## config.mk

```make
export PLATFORM = sky130hd
export DESIGN_NAME = tdsr_regs
export DESIGN_NICKNAME = d
export VERILOG_FILES = /design/src/tdsr_regs.v
export VERILOG_INCLUDE_DIRS = /design/src /design/src/pkg
export SDC_FILE = /design/constraint.sdc
export NUM_CORES = 1
export LEC_CHECK = 0
export BUFFER_PORTS_ARGS = -buffer_cell sky130_fd_sc_hd__buf_2
export CORE_MARGIN = 5
export CORE_UTILIZATION = 41
export DETAILED_ROUTE_END_ITERATION = 7
export PLACE_DENSITY_LB_ADDON = 0.1
export SYNTH_ARGS = -nofsm -noshare
export SYNTH_HDL_FRONTEND = slang
export SYNTH_SLANG_ARGS = --single-unit
```

## constraint.sdc

```tcl
create_clock -name core_clk -period 5 [get_ports core_clk]
set_clock_uncertainty 0.1 [all_clocks]
set_input_delay 0.75 -clock core_clk [delete_from_list [all_inputs] [get_ports core_clk]]
set_output_delay 0.75 -clock core_clk [all_outputs]
set_load 0.05 [all_outputs]
```

## src/pkg/tdsr_defines.vh

```
// Constants for the tile debug and status register bank.
// Assumes a word-indexed register port; indices are printed offsets.
`ifndef TDSR_DEFINES_VH
`define TDSR_DEFINES_VH
`define TDSR_IDX_RING_CELL    8'h09
`define TDSR_IDX_RING_WIRE    8'h0a
`define TDSR_IDX_MEM_SIZE     8'h0c
`define TDSR_IDX_SAVED_STATUS 8'h10
`define TDSR_IDX_SAVED_PC     8'h11
`define TDSR_IDX_SAVED_SP     8'h12
`define TDSR_IDX_THREAD_SEL   8'h13
`define TDSR_IDX_REG_SEL      8'h14
`define TDSR_IDX_ENTRY_CAUSE  8'h15
`define TDSR_RING_W           16
`define TDSR_STATUS_W         11
`define TDSR_STATUS_WR_MASK   11'h6df
`define TDSR_STATUS_ISSUE_BIT 8
`define TDSR_THREAD_W         8
`define TDSR_REG_W            5
`define TDSR_CAUSE_W          3
`define TDSR_CAUSE_RST        3'h0
`define TDSR_CAUSE_HOST       3'h1
`define TDSR_CAUSE_DEBUG_CALL_INSTR      3'h2
`define TDSR_CAUSE_IBREAK     3'h3
`define TDSR_CAUSE_DWATCH     3'h4
`define TDSR_CAUSE_RWATCH     3'h5
`define TDSR_MEM_SIZE_DEF     30'h00008000
`endif

```

## src/tdsr_regs.v

```verilog
// Tile debug and status register bank: ring counters, RAM size, debug entry state.
// Assumes a single-cycle processor-status access port on core_clk; ring
// oscillator clocks arrive as asynchronous levels and are synchronised here.
`timescale 1ns/10ps
`include "tdsr_defines.vh"

// Function
// The peripheral cell ring count reads as 16 bits with upper bits zero.
// The peripheral wire ring count reads as a separate 16-bit value at the next index.
// Ring counts survive system reset and start at zero only at power-up.
// Software reads a ring count only after the oscillator has been stopped ten cycles.
// The RAM size in bytes reads in bits 31:2 with bits 1:0 zero.
// Debug entry captures the thread status word with its five low flags.
// Captured bit 7 marks continuous issue and bit 6 marks a paused thread.
// Bit 8 is read-only issue mode, bit 9 writable entry issue mode, bit 10 address space.
// Debug entry saves the 32-bit program counter, readable and writable.
// Debug entry saves the 32-bit stack pointer, readable and writable.
// An 8-bit thread selector chooses the thread for the register-fetch instruction.
// A 5-bit register selector gives the register-fetch instruction its index.
// A 3-bit cause code resets to zero, with codes one to five for the entry sources.
// A 2-bit field names the lowest firing break or watch unit, zero for host and call.
// An 8-bit field names the causing thread, zero for host requests.
// Debug-writable fields take writes only in debug mode; reserved bits read zero.
module tdsr_regs (
	input  wire        core_clk,
	input  wire        rstn,
	input  wire        ring_cell_osc,
	input  wire        ring_wire_osc,
	input  wire [29:0] mem_size_words,
	input  wire        debug_mode,
	input  wire        reg_wr,
	input  wire        reg_rd,
	input  wire [7:0]  reg_idx,
	input  wire [31:0] reg_wdata,
	output reg  [31:0] reg_rdata,
	output wire        reg_hit,
	input  wire        dbg_entry,
	input  wire [2:0]  dbg_entry_cause,
	input  wire [3:0]  dbg_unit_hits,
	input  wire [7:0]  dbg_entry_thread,
	input  wire [10:0] thread_status,
	input  wire [31:0] thread_pc,
	input  wire [31:0] thread_sp,
	input  wire        cur_issue_mode,
	output wire [7:0]  fetch_thread_sel,
	output wire [4:0]  fetch_reg_sel
);

	// Oscillator synchronisers and counters; no reset so values survive system reset
	reg [1:0]                 cell_sync_ff;
	reg [1:0]                 wire_sync_ff;
	reg                       cell_prev_ff;
	reg                       wire_prev_ff;
	reg [`TDSR_RING_W-1:0]    cell_cnt_ff = 16'h0000;
	reg [`TDSR_RING_W-1:0]    wire_cnt_ff = 16'h0000;

	// Debug entry state
	reg [`TDSR_STATUS_W-1:0]  status_ff;
	reg [31:0]                pc_ff;
	reg [31:0]                sp_ff;
	reg [`TDSR_THREAD_W-1:0]  thread_sel_ff;
	reg [`TDSR_REG_W-1:0]     reg_sel_ff;
	reg [`TDSR_CAUSE_W-1:0]   cause_ff;
	reg [1:0]                 unit_ff;
	reg [7:0]                 src_thread_ff;
	reg [1:0]                 nxt_unit;
	reg [31:0]                nxt_rdata;
	wire                      dwr;
	wire                      host_or_call;
	wire                      hw_trigger;

	// Debug-writable fields are guarded by debug mode
	assign dwr          = reg_wr & debug_mode;
	assign host_or_call = (dbg_entry_cause == `TDSR_CAUSE_HOST) |
	                      (dbg_entry_cause == `TDSR_CAUSE_DEBUG_CALL_INSTR);
	assign hw_trigger   = (dbg_entry_cause == `TDSR_CAUSE_IBREAK) |
	                      (dbg_entry_cause == `TDSR_CAUSE_DWATCH) |
	                      (dbg_entry_cause == `TDSR_CAUSE_RWATCH);
	assign fetch_thread_sel = thread_sel_ff;
	assign fetch_reg_sel    = reg_sel_ff;
	assign reg_hit = (reg_idx == `TDSR_IDX_RING_CELL) | (reg_idx == `TDSR_IDX_RING_WIRE) |
	                 (reg_idx == `TDSR_IDX_MEM_SIZE) |
	                 ((reg_idx >= `TDSR_IDX_SAVED_STATUS) &&
	                  (reg_idx <= `TDSR_IDX_ENTRY_CAUSE));

	// Counting is on synchronised edges, so the value is only exact once the
	// oscillator is stopped; software waits before reading
	always @(posedge core_clk) begin
		cell_sync_ff <= {cell_sync_ff[0], ring_cell_osc};
		wire_sync_ff <= {wire_sync_ff[0], ring_wire_osc};
		cell_prev_ff <= cell_sync_ff[1];
		wire_prev_ff <= wire_sync_ff[1];
		if (cell_sync_ff[1] & ~cell_prev_ff)
			cell_cnt_ff <= cell_cnt_ff + 16'h0001;
		if (wire_sync_ff[1] & ~wire_prev_ff)
			wire_cnt_ff <= wire_cnt_ff + 16'h0001;
	end

	// Lowest-numbered firing unit wins
	always @* begin
		nxt_unit = 2'h0;
		if (hw_trigger) begin
			if (dbg_unit_hits[0])
				nxt_unit = 2'h0;
			else if (dbg_unit_hits[1])
				nxt_unit = 2'h1;
			else if (dbg_unit_hits[2])
				nxt_unit = 2'h2;
			else if (dbg_unit_hits[3])
				nxt_unit = 2'h3;
		end
	end

	// Capture on entry takes priority over a same-cycle software write
	always @(posedge core_clk) begin
		if (!rstn) begin
			status_ff     <= 11'h000;
			pc_ff         <= 32'h00000000;
			sp_ff         <= 32'h00000000;
			thread_sel_ff <= 8'h00;
			reg_sel_ff    <= 5'h00;
			cause_ff      <= `TDSR_CAUSE_RST;
			unit_ff       <= 2'h0;
			src_thread_ff <= 8'h00;
		end else if (dbg_entry) begin
			status_ff     <= thread_status;
			pc_ff         <= thread_pc;
			sp_ff         <= thread_sp;
			cause_ff      <= dbg_entry_cause;
			unit_ff       <= host_or_call ? 2'h0 : nxt_unit;
			src_thread_ff <= (dbg_entry_cause == `TDSR_CAUSE_HOST) ? 8'h00 :
			                 dbg_entry_thread;
		end else if (dwr) begin
			case (reg_idx)
				`TDSR_IDX_SAVED_STATUS: status_ff <= (reg_wdata[10:0] & `TDSR_STATUS_WR_MASK) |
				                            (status_ff & ~`TDSR_STATUS_WR_MASK);
				`TDSR_IDX_SAVED_PC:     pc_ff <= reg_wdata;
				`TDSR_IDX_SAVED_SP:     sp_ff <= reg_wdata;
				`TDSR_IDX_THREAD_SEL:   thread_sel_ff <= reg_wdata[7:0];
				`TDSR_IDX_REG_SEL:      reg_sel_ff <= reg_wdata[4:0];
				`TDSR_IDX_ENTRY_CAUSE: begin
					cause_ff      <= reg_wdata[2:0];
					src_thread_ff <= reg_wdata[15:8];
					unit_ff       <= reg_wdata[17:16];
				end
				default: ;
			endcase
		end
	end

	// Read mux; reserved bits and unmapped indices read zero
	always @* begin
		nxt_rdata = 32'h00000000;
		case (reg_idx)
			`TDSR_IDX_RING_CELL:    nxt_rdata = {16'h0000, cell_cnt_ff};
			`TDSR_IDX_RING_WIRE:    nxt_rdata = {16'h0000, wire_cnt_ff};
			`TDSR_IDX_MEM_SIZE:     nxt_rdata = {mem_size_words, 2'b00};
			`TDSR_IDX_SAVED_STATUS: nxt_rdata = {21'h000000, status_ff[10:9], cur_issue_mode,
			                                     status_ff[7:6], 1'b0, status_ff[4:0]};
			`TDSR_IDX_SAVED_PC:     nxt_rdata = pc_ff;
			`TDSR_IDX_SAVED_SP:     nxt_rdata = sp_ff;
			`TDSR_IDX_THREAD_SEL:   nxt_rdata = {24'h000000, thread_sel_ff};
			`TDSR_IDX_REG_SEL:      nxt_rdata = {27'h0000000, reg_sel_ff};
			`TDSR_IDX_ENTRY_CAUSE:  nxt_rdata = {14'h0000, unit_ff, src_thread_ff,
			                                     5'h00, cause_ff};
			default:                nxt_rdata = 32'h00000000;
		endcase
	end

	// Registered read data, cleared by reset and otherwise updated only on a read strobe
	always @(posedge core_clk) begin
		if (!rstn)
			reg_rdata <= 32'h00000000;
		else if (reg_rd)
			reg_rdata <= nxt_rdata;
	end

endmodule

```

==> out/metrics.yaml, run 1 <==
power:
  leakage_power_nw: 3.955
  power_switching_share: 0.2458
  seq_pwr_share: 0.462
  power.clock.fraction: 0.433
  power_frac_comb: 0.104
  power.ir.vdd_worst_mv: 0.2393
  p_int_w: 0.002442
  power.switching_w: 0.0007960
  pwr_density_cell_nw_per_um2: 321.6
floorplan:
  initial_core_util: 0.4194
  die_area_um2: 23040
  fp.dieW_um: 151.8
  die_h_um: 151.8
  top_level_ports: 215
  floorplan.core_area_um2: 19650
  placement_rows: 51
clocking:
  cts-buffers-inserted: 17
  cts_tree: "yes"
  clock-root-buffer: "clkbuf_16"
  cts-resized-gates: 0
  worst_setup_hold_path_clk_slew_ns: 0.07
  ctsHoldBuffers: 0
  clockBufferDepth: 2
  max_h_tree_level: 4
  cts_setup_buffers: 0
  cts_num_sinks: 169
  clk_latency_ns: 0.42
drt:
  detailedRoute.firstPassIterationCount: 5
  wire_per_inst_um: 20.45
  drt_first_iter_violations: 528
  drt-total-wl_um: 26890
  postRouteAntennaNets: 0
  drt_drc_violations_left: 0
  route.vias.total: 7401
  average_vias_per_placed_instance: 5.628
place:
  detailedPlace.worstSlack_ns: 1.596
  numPortBuffers: 212
  detailedPlacementHpwl_um: 18870
  gp_congestion: 0.8116
synthesis:
  proportion_of_register_bits_with_asynchronous_set_or_reset_after_synthesis: 0
  yosys_most_used_dff: "dfxtp_1"
  number_of_enable_flip_flop_cells_after_synthesis: 32
  postSynthRegisterBits: 169
  synthTopCellsByArea: "dfxtp_1 33%, edfxtp_1 12%, mux2i_1 11%"
  yosys_warnings: 0
  synth_most_common_cell: "dfxtp_1"
  postSynthCellCount: 865
  synth.net_count: 1036
  synth_top_area_cell: "dfxtp_1"
  yosys.cell_types.count: 53
  syn_area_um2: 8243
  synth_sequential_area_ratio: 0.4493
  syn-mean-instance-area_um2: 9.529
  synthDominantCellAreaShare: 0.3327
  ys_top_cells_by_count: "137 x dfxtp_1, 103 x o21ai_0, 94 x mux2i_1"
global_route:
  grtUsageMet3: 0.04343
  gr-max-usage-layer: "met2"
  grt_max_degree: 87
  met2_usage: 0.3702
  use_met1: 0.3168
  grt_pass1_wl_um: 40280
  first_global_vias: 7145
  grt_antenna_before_repair: 1
  grt-ovfl-total: 0
  groute.usage.overall: 0.2290
critical_path:
  worst-endpoint-arrival_ns: 2.32
  worst_path_dominant_cell_family: "buffers and inverters"
  timing.critical_path.slowest_stage_cell: "buf_2"
  timing.critical_path.fanout_max: 26
  path_class: "input port to output pin"
  worst-endpoint-required_ns: 4.15
  critPathMostFrequentCell: "buf_2"
  worstPathCellList: "buf_2, xor2_1, nand3_1, a31oi_1, buf_2"
  critPathCaptureType: "output pin"
  worst_path_largest_cell_delay_ns: 0.53
  worstSetupStartpointType: "input port"
  critPathBufInv: 2
sta:
  final_setup_tns_ns: 0
  rsz0062_at_grt: "false"
  drv_slew: 0
  timing.final.setup_violations: 0
  min_period_ns: 3.165
  final_min_period_over_clock_period: 0.6331
  relSlewSlack: 0.2830
  max_slew.worst_pin.slew_ns: 1.072
  timing.final.hold_violations: 0
  post-route-worst-setup-slack_ns: 1.835
  achievable-frequency_mhz: 315.9
finish:
  num_antenna_cells: 0
  multi_input_area_um2: 4203
  num-fill-cells: 1947
  finish.net_count: 1208
  drive_above_1_share: 0.2695
  synthToLayoutAreaGrowth_pct: 22.16
  seq_area_um2: 3704
worst_hold_path:
  min-delay-path-class: "flop to flop"
flow_run:
  max_cap_violations: 0
run_status:
  status: "completed"
stage by stage:
stage,total power (W),hold slack (ns),utilization,instances,area (um2)
after floorplan,0.001716,0.2096,-,865,8243
after global placement,0.001860,0.2117,0.4805,1283,9443
after detailed placement,0.001863,0.2153,0.4805,1283,9443
after CTS,0.003263,0.2307,0.5124,1315,10070
after global routing,0.003363,0.2472,0.5124,1315,10070
final,0.003238,0.2281,0.5124,1315,10070
cell families (layout without fill, tap and decap cells):
| family | count (synthesis) | count (layout) | share of synthesized area |
|---|---|---|---|
| adder cells (fa/ha/maj) | 2 | 2 | 0.003035 |
| AND/OR/NAND/NOR | 176 | 176 | 0.1110 |
| AO/OA/AOI/OAI | 300 | 300 | 0.2272 |
| buffers and inverters | 82 | 267 | 0.04402 |
| XOR/XNOR | 29 | 29 | 0.03081 |
| flip-flops | 169 | 169 | 0.4493 |
| multiplexers | 107 | 107 | 0.1346 |
registers in the layout, indices dropped and copies added (netlist names), 2 cells and up:
register	count
fetch_thread_sel	8
cause_ff	3
reg_rdata	32
src_thread_ff	8
cell_cnt_ff	16
wire_sync_ff	2
sp_ff	32
unit_ff	2
pc_ff	32
wire_cnt_ff	16
status_ff	9
fetch_reg_sel	5
cell_sync_ff	2
path summary, 6_finish.rpt:
| path | from | end | slack (ns) | depth (start not counted) |
|---|---|---|---|---|
| setup / recovery | reg_idx[0] | reg_hit | 1.83 | 5 |
| hold / removal | wire_sync_ff[0] | wire_sync_ff[1] | 0.23 | 0 |
| setup reg to reg | wire_cnt_ff[0] | wire_cnt_ff[14] | 3.21 | 5 |
| hold reg to reg | wire_sync_ff[0] | wire_sync_ff[1] | 0.23 | 0 |
layout by cell type, fill, tap and decap left out, types with 3 or more instances in the layout:
cell | netlist | final
a22oi_1 | 33 | 33
clkbuf_16 | 0 | 18
edfxtp_1 | 32 | 32
o21ai_0 | 103 | 103
buf_2 | 11 | 211
clkbuf_1 | 55 | 3
nand2_1 | 70 | 70
inv_1 | 8 | 8
xnor2_1 | 24 | 24
a31oi_1 | 6 | 6
dfxtp_1 | 137 | 137
a221oi_1 | 12 | 12
bufinv_16 | 0 | 3
nor2_1 | 26 | 26
or3_1 | 3 | 3
a211oi_1 | 3 | 3
mux2_2 | 11 | 11
a21oi_1 | 78 | 78
nand4_1 | 11 | 11
nand3_1 | 18 | 18
nor2b_1 | 20 | 18
o211a_1 | 14 | 14
buf_4 | 3 | 15
mux2i_1 | 94 | 94
a22o_1 | 6 | 6
o211ai_1 | 14 | 14
and4_1 | 3 | 3
and3_1 | 8 | 8
xor2_1 | 5 | 5
o22ai_1 | 12 | 12
o311a_1 | 10 | 10
cell type report:
cell class	instances	area share
Inverter	9	0.003603
Clock buffer	23	0.04858
Sequential cell	169	0.3678
Multi-Input combinational cell	614	0.4174
Timing Repair Buffer	226	0.1161
Tap cell	265	0.03293
Clock inverter	9	0.01367
layer usage:
layer	part of all wire	wire [um]	up-vias
li1	-	-	3570
met1	0.45	12100	3573
met2	0.47	12740	231
met3	0.064	1732	25
met4	0.011	303	2
met5	0.00048	13	-
power groups by stage:
stage          Combinational (W)  Sequential [W]  Clock [W]
4_1_cts                 0.000339         0.00150    0.00143
3_3_place_gp            0.000335         0.00152          0
3_5_place_dp            0.000337         0.00153          0
6_report                0.000338         0.00150    0.00140
2_1_floorplan           0.000181         0.00153          0
5_1_grt                 0.000373         0.00150    0.00149
Note: power is estimated with default switching activity, not from simulation.
==> inputs of run 2 (changes only) <==
--- a/config.mk
+++ b/config.mk
@@ -6,6 +6,7 @@
 export SDC_FILE = /design/constraint.sdc
 export NUM_CORES = 1
 export LEC_CHECK = 0
+export ABC_AREA = 1
 export BUFFER_PORTS_ARGS = -buffer_cell sky130_fd_sc_hd__buf_2
 export CORE_MARGIN = 5
 export CORE_UTILIZATION = 41
==> constraint.sdc (replaced) <==
create_clock -name core_clk -period 2.6 [get_ports core_clk]
set_clock_uncertainty 0.1 [all_clocks]
set_input_delay 0.39 -clock core_clk [delete_from_list [all_inputs] [get_ports core_clk]]
set_output_delay 0.39 -clock core_clk [all_outputs]
set_load 0.05 [all_outputs]
==> out/metrics.yaml, run 2 <==
power:
  post-layout-total-power_w: 0.005909
  power.clock.fraction: 0.423
  power.switching_w: 0.001639
  p_int_w: 0.004270
  power_switching_share: 0.2774
  power_frac_comb: 0.097
  power.ir.vdd_worst_mv: 0.3904
  pwr_density_cell_nw_per_um2: 568.9
  seq_pwr_share: 0.480
  leakage_power_nw: 4.579
critical_path:
  setup.reg_to_reg.worst_slack_ns: 0.64
  worst-endpoint-arrival_ns: 2.30
  timing.critical_path.fanout_max: 26
  cells_on_worst_reg2reg_path: 8
  worst-endpoint-required_ns: 2.85
  crit-reg2reg-launch: "cell_cnt_ff[0]"
  critPathCaptureType: "flop"
  worstSetupStartpointType: "input port"
  path_class: "input port to flop"
  rr_endpoint: "cell_cnt_ff[14]"
synthesis:
  synthAdderAreaFrac: 0.002927
  synth_top_family_by_area: "simple AND/OR/NAND/NOR gates"
  synth_compound_area_frac: 0.1529
  synth_most_common_cell: "nand2_1"
  synthDominantCellAreaShare: 0.3207
  synth.net_count: 1351
  proportion_of_register_bits_with_asynchronous_set_or_reset_after_synthesis: 0
  synth_sequential_area_ratio: 0.4331
  yosys_warnings: 0
  number_of_enable_flip_flop_cells_after_synthesis: 32
  syn-mean-instance-area_um2: 7.246
  postSynthCellCount: 1180
  synthTopCellsByArea: "dfxtp_1 32%, nand2_1 14%, edfxtp_1 11%"
  synth_top_area_cell: "dfxtp_1"
  yosys.cell_types.count: 38
  yosys-mux-area-fraction: 0
  ys_top_cells_by_count: "317 x nand2_1, 143 x nand3_1, 137 x dfxtp_1"
  basic_gate_share_of_the_synthesized_area_counting_and_or_nand_and_nor_cells: 0.2912
  syn_area_um2: 8551
  postSynthRegisterBits: 169
  yosys_most_used_dff: "dfxtp_1"
  synthXorXnorAreaFrac: 0.02868
place:
  gp_congestion: 0.9044
  detailedPlacementHpwl_um: 21190
  post-place-cells: 1617
  numPortBuffers: 212
flow_run:
  max_cap_violations: 0
global_route:
  first_global_vias: 7970
  grt_pass1_wl_um: 43850
  grt_max_degree: 107
  grt-ovfl-total: 0
  grt_antenna_before_repair: 2
  groute.usage.overall: 0.2329
floorplan:
  die_area_um2: 23840
  placement_rows: 52
  fp.dieW_um: 154.4
  top_level_ports: 215
  die_h_um: 154.4
  initial_core_util: 0.4199
  floorplan.core_area_um2: 20360
worst_hold_path:
  min_from: "thread_pc[26]"
  min-delay-path-class: "input port to flop"
  hold_end: "pc_ff[26]"
  hold_path_depth: 3
finish:
  layoutNonFillerInstCount: 1653
  postLayoutCoreUtil: 0.5101
  drive_above_1_share: 0.2201
  layout.cells.most_common_list: "317 x nand2_1, 211 x buf_2, 143 x nand3_1"
  layout_commonest_cell: "nand2_1"
  num-fill-cells: 2101
  synthToLayoutAreaGrowth_pct: 21.48
  largestRegisters: "pc_ff: 32 flops, reg_rdata: 32 flops, sp_ff: 32 flops"
  finish.net_count: 1539
drt:
  postRouteAntennaNets: 0
  wire_per_inst_um: 17.36
  drt_first_iter_violations: 762
  route.vias.total: 8596
  detailedRoute.firstPassIterationCount: 5
  drt-total-wl_um: 28690
  drt_drc_violations_left: 0
  average_vias_per_placed_instance: 5.200
sta:
  timing.final.hold_violations: 0
  max_slew.worst_pin.slew_ns: 1.221
  final_setup_tns_ns: 0
  rsz0062_at_grt: "false"
  relSlewSlack: 0.1851
  drv_slew: 0
  min_period_ns: 2.050
  final_min_period_over_clock_period: 0.7884
  achievable-frequency_mhz: 487.8
  timing.final.setup_violations: 0
run_status:
  status: "completed"
clocking:
  worst_setup_hold_path_clk_slew_ns: 0.07
  cts_tree: "yes"
  clock-root-buffer: "clkbuf_16"
  clockBufferDepth: 2
  cts-resized-gates: 0
  cts-buffers-inserted: 17
  max_h_tree_level: 4
  cts_num_sinks: 169
  clk_latency_ns: 0.43
-- run 2: cell count changes after synthesis, sizes merged, moves of 17 or more --
| cell | change |
|---|---|
| o21ai | -62 |
| a31oi | +33 |
| xnor2 | -17 |
| nor2b | -20 |
| mux2i | -94 |
| nand2 | +255 |
| clkbuf | -30 |
| nor2 | +72 |
| nand3 | +126 |
| inv | +102 |
| buf | +25 |
| a21oi | +18 |
-- run 2: critical path, stage by stage --
cell	delay, ns
buf_2	0.12
inv_2	0.05
nand2_2	0.12
nor2_2	0.06
nand2_2	0.11
nor2_4	0.04
nor2_2	0.91
buf_4	0.31
nand2_1	0.06
a21oi_1	0.13
-- run 2: cell families (layout without fill, tap and decap cells) --
logic type,count (synthesis),after routing
AO/OA/AOI/OAI,221,221
XOR/XNOR,28,28
adder cells (fa/ha/maj),2,2
buffers and inverters,180,381
flip-flops,169,169
other,0,2
AND/OR/NAND/NOR,580,580
-- run 2: routing by layer --
metal,track usage,wire [um]
met4,0.06140,388
met5,0,0
met2,0.3390,12460
met3,0.04722,2312
met1,0.3508,13530
-- run 2: power by group through the flow --
stage | sequential, W | clock (W) | combinational (W)
2_1_floorplan | 0.00288 | 0 | 0.000326
4_1_cts | 0.00283 | 0.00252 | 0.000573
6_report | 0.00284 | 0.00250 | 0.000575
3_3_place_gp | 0.00289 | 0 | 0.000564
5_1_grt | 0.00285 | 0.00263 | 0.000637
3_5_place_dp | 0.00289 | 0 | 0.000568
-- run 2: per-stage QoR --
stage	hold WS [ns]	cell area, um2	setup WS [ns]
2_1_floorplan	0.2096	8551	0.7380
3_3_place_gp	0.2158	9782	0.1330
3_5_place_dp	0.2135	9782	0.08859
4_1_cts	0.1145	10380	0.5486
5_1_grt	0.1196	10390	0.4112
6_report	0.1256	10390	0.5501
-- run 2: worst max path at each step --
| stage | slack [ns] | startpoint | end | depth (start not counted) |
|---|---|---|---|---|
| floorplan | 0.74 | reg_idx[6] | reg_hit | 6 |
| global placement | 0.13 | reg_idx[2] | sp_ff[13] | 10 |
| detailed placement | 0.09 | reg_idx[2] | sp_ff[25] | 10 |
| CTS | 0.55 | reg_idx[2] | sp_ff[18] | 10 |
| global route | 0.41 | reg_idx[2] | sp_ff[18] | 10 |
| finish | 0.55 | reg_idx[2] | sp_ff[18] | 10 |
-- run 2: layout make-up --
type | instances | area, um2 | area share
sequential | 169 | 3704 | 0.3565
clock inverter | 15 | 155.1 | 0.01494
inverter | 112 | 421.7 | 0.04059
multi-input combinational | 831 | 4070 | 0.3918
antenna | 2 | 5.005 | 0.0004818
clock buffer | 17 | 425.4 | 0.04095
tap | 270 | 337.8 | 0.03252
timing repair buffer | 237 | 1269 | 0.1221
-- run 2: repair_timing --
item / in CTS / in global routing
setup buffers: 0 / 0
endpoints found under the hold margin: 2 / 0
hold buffers: 2 / 0
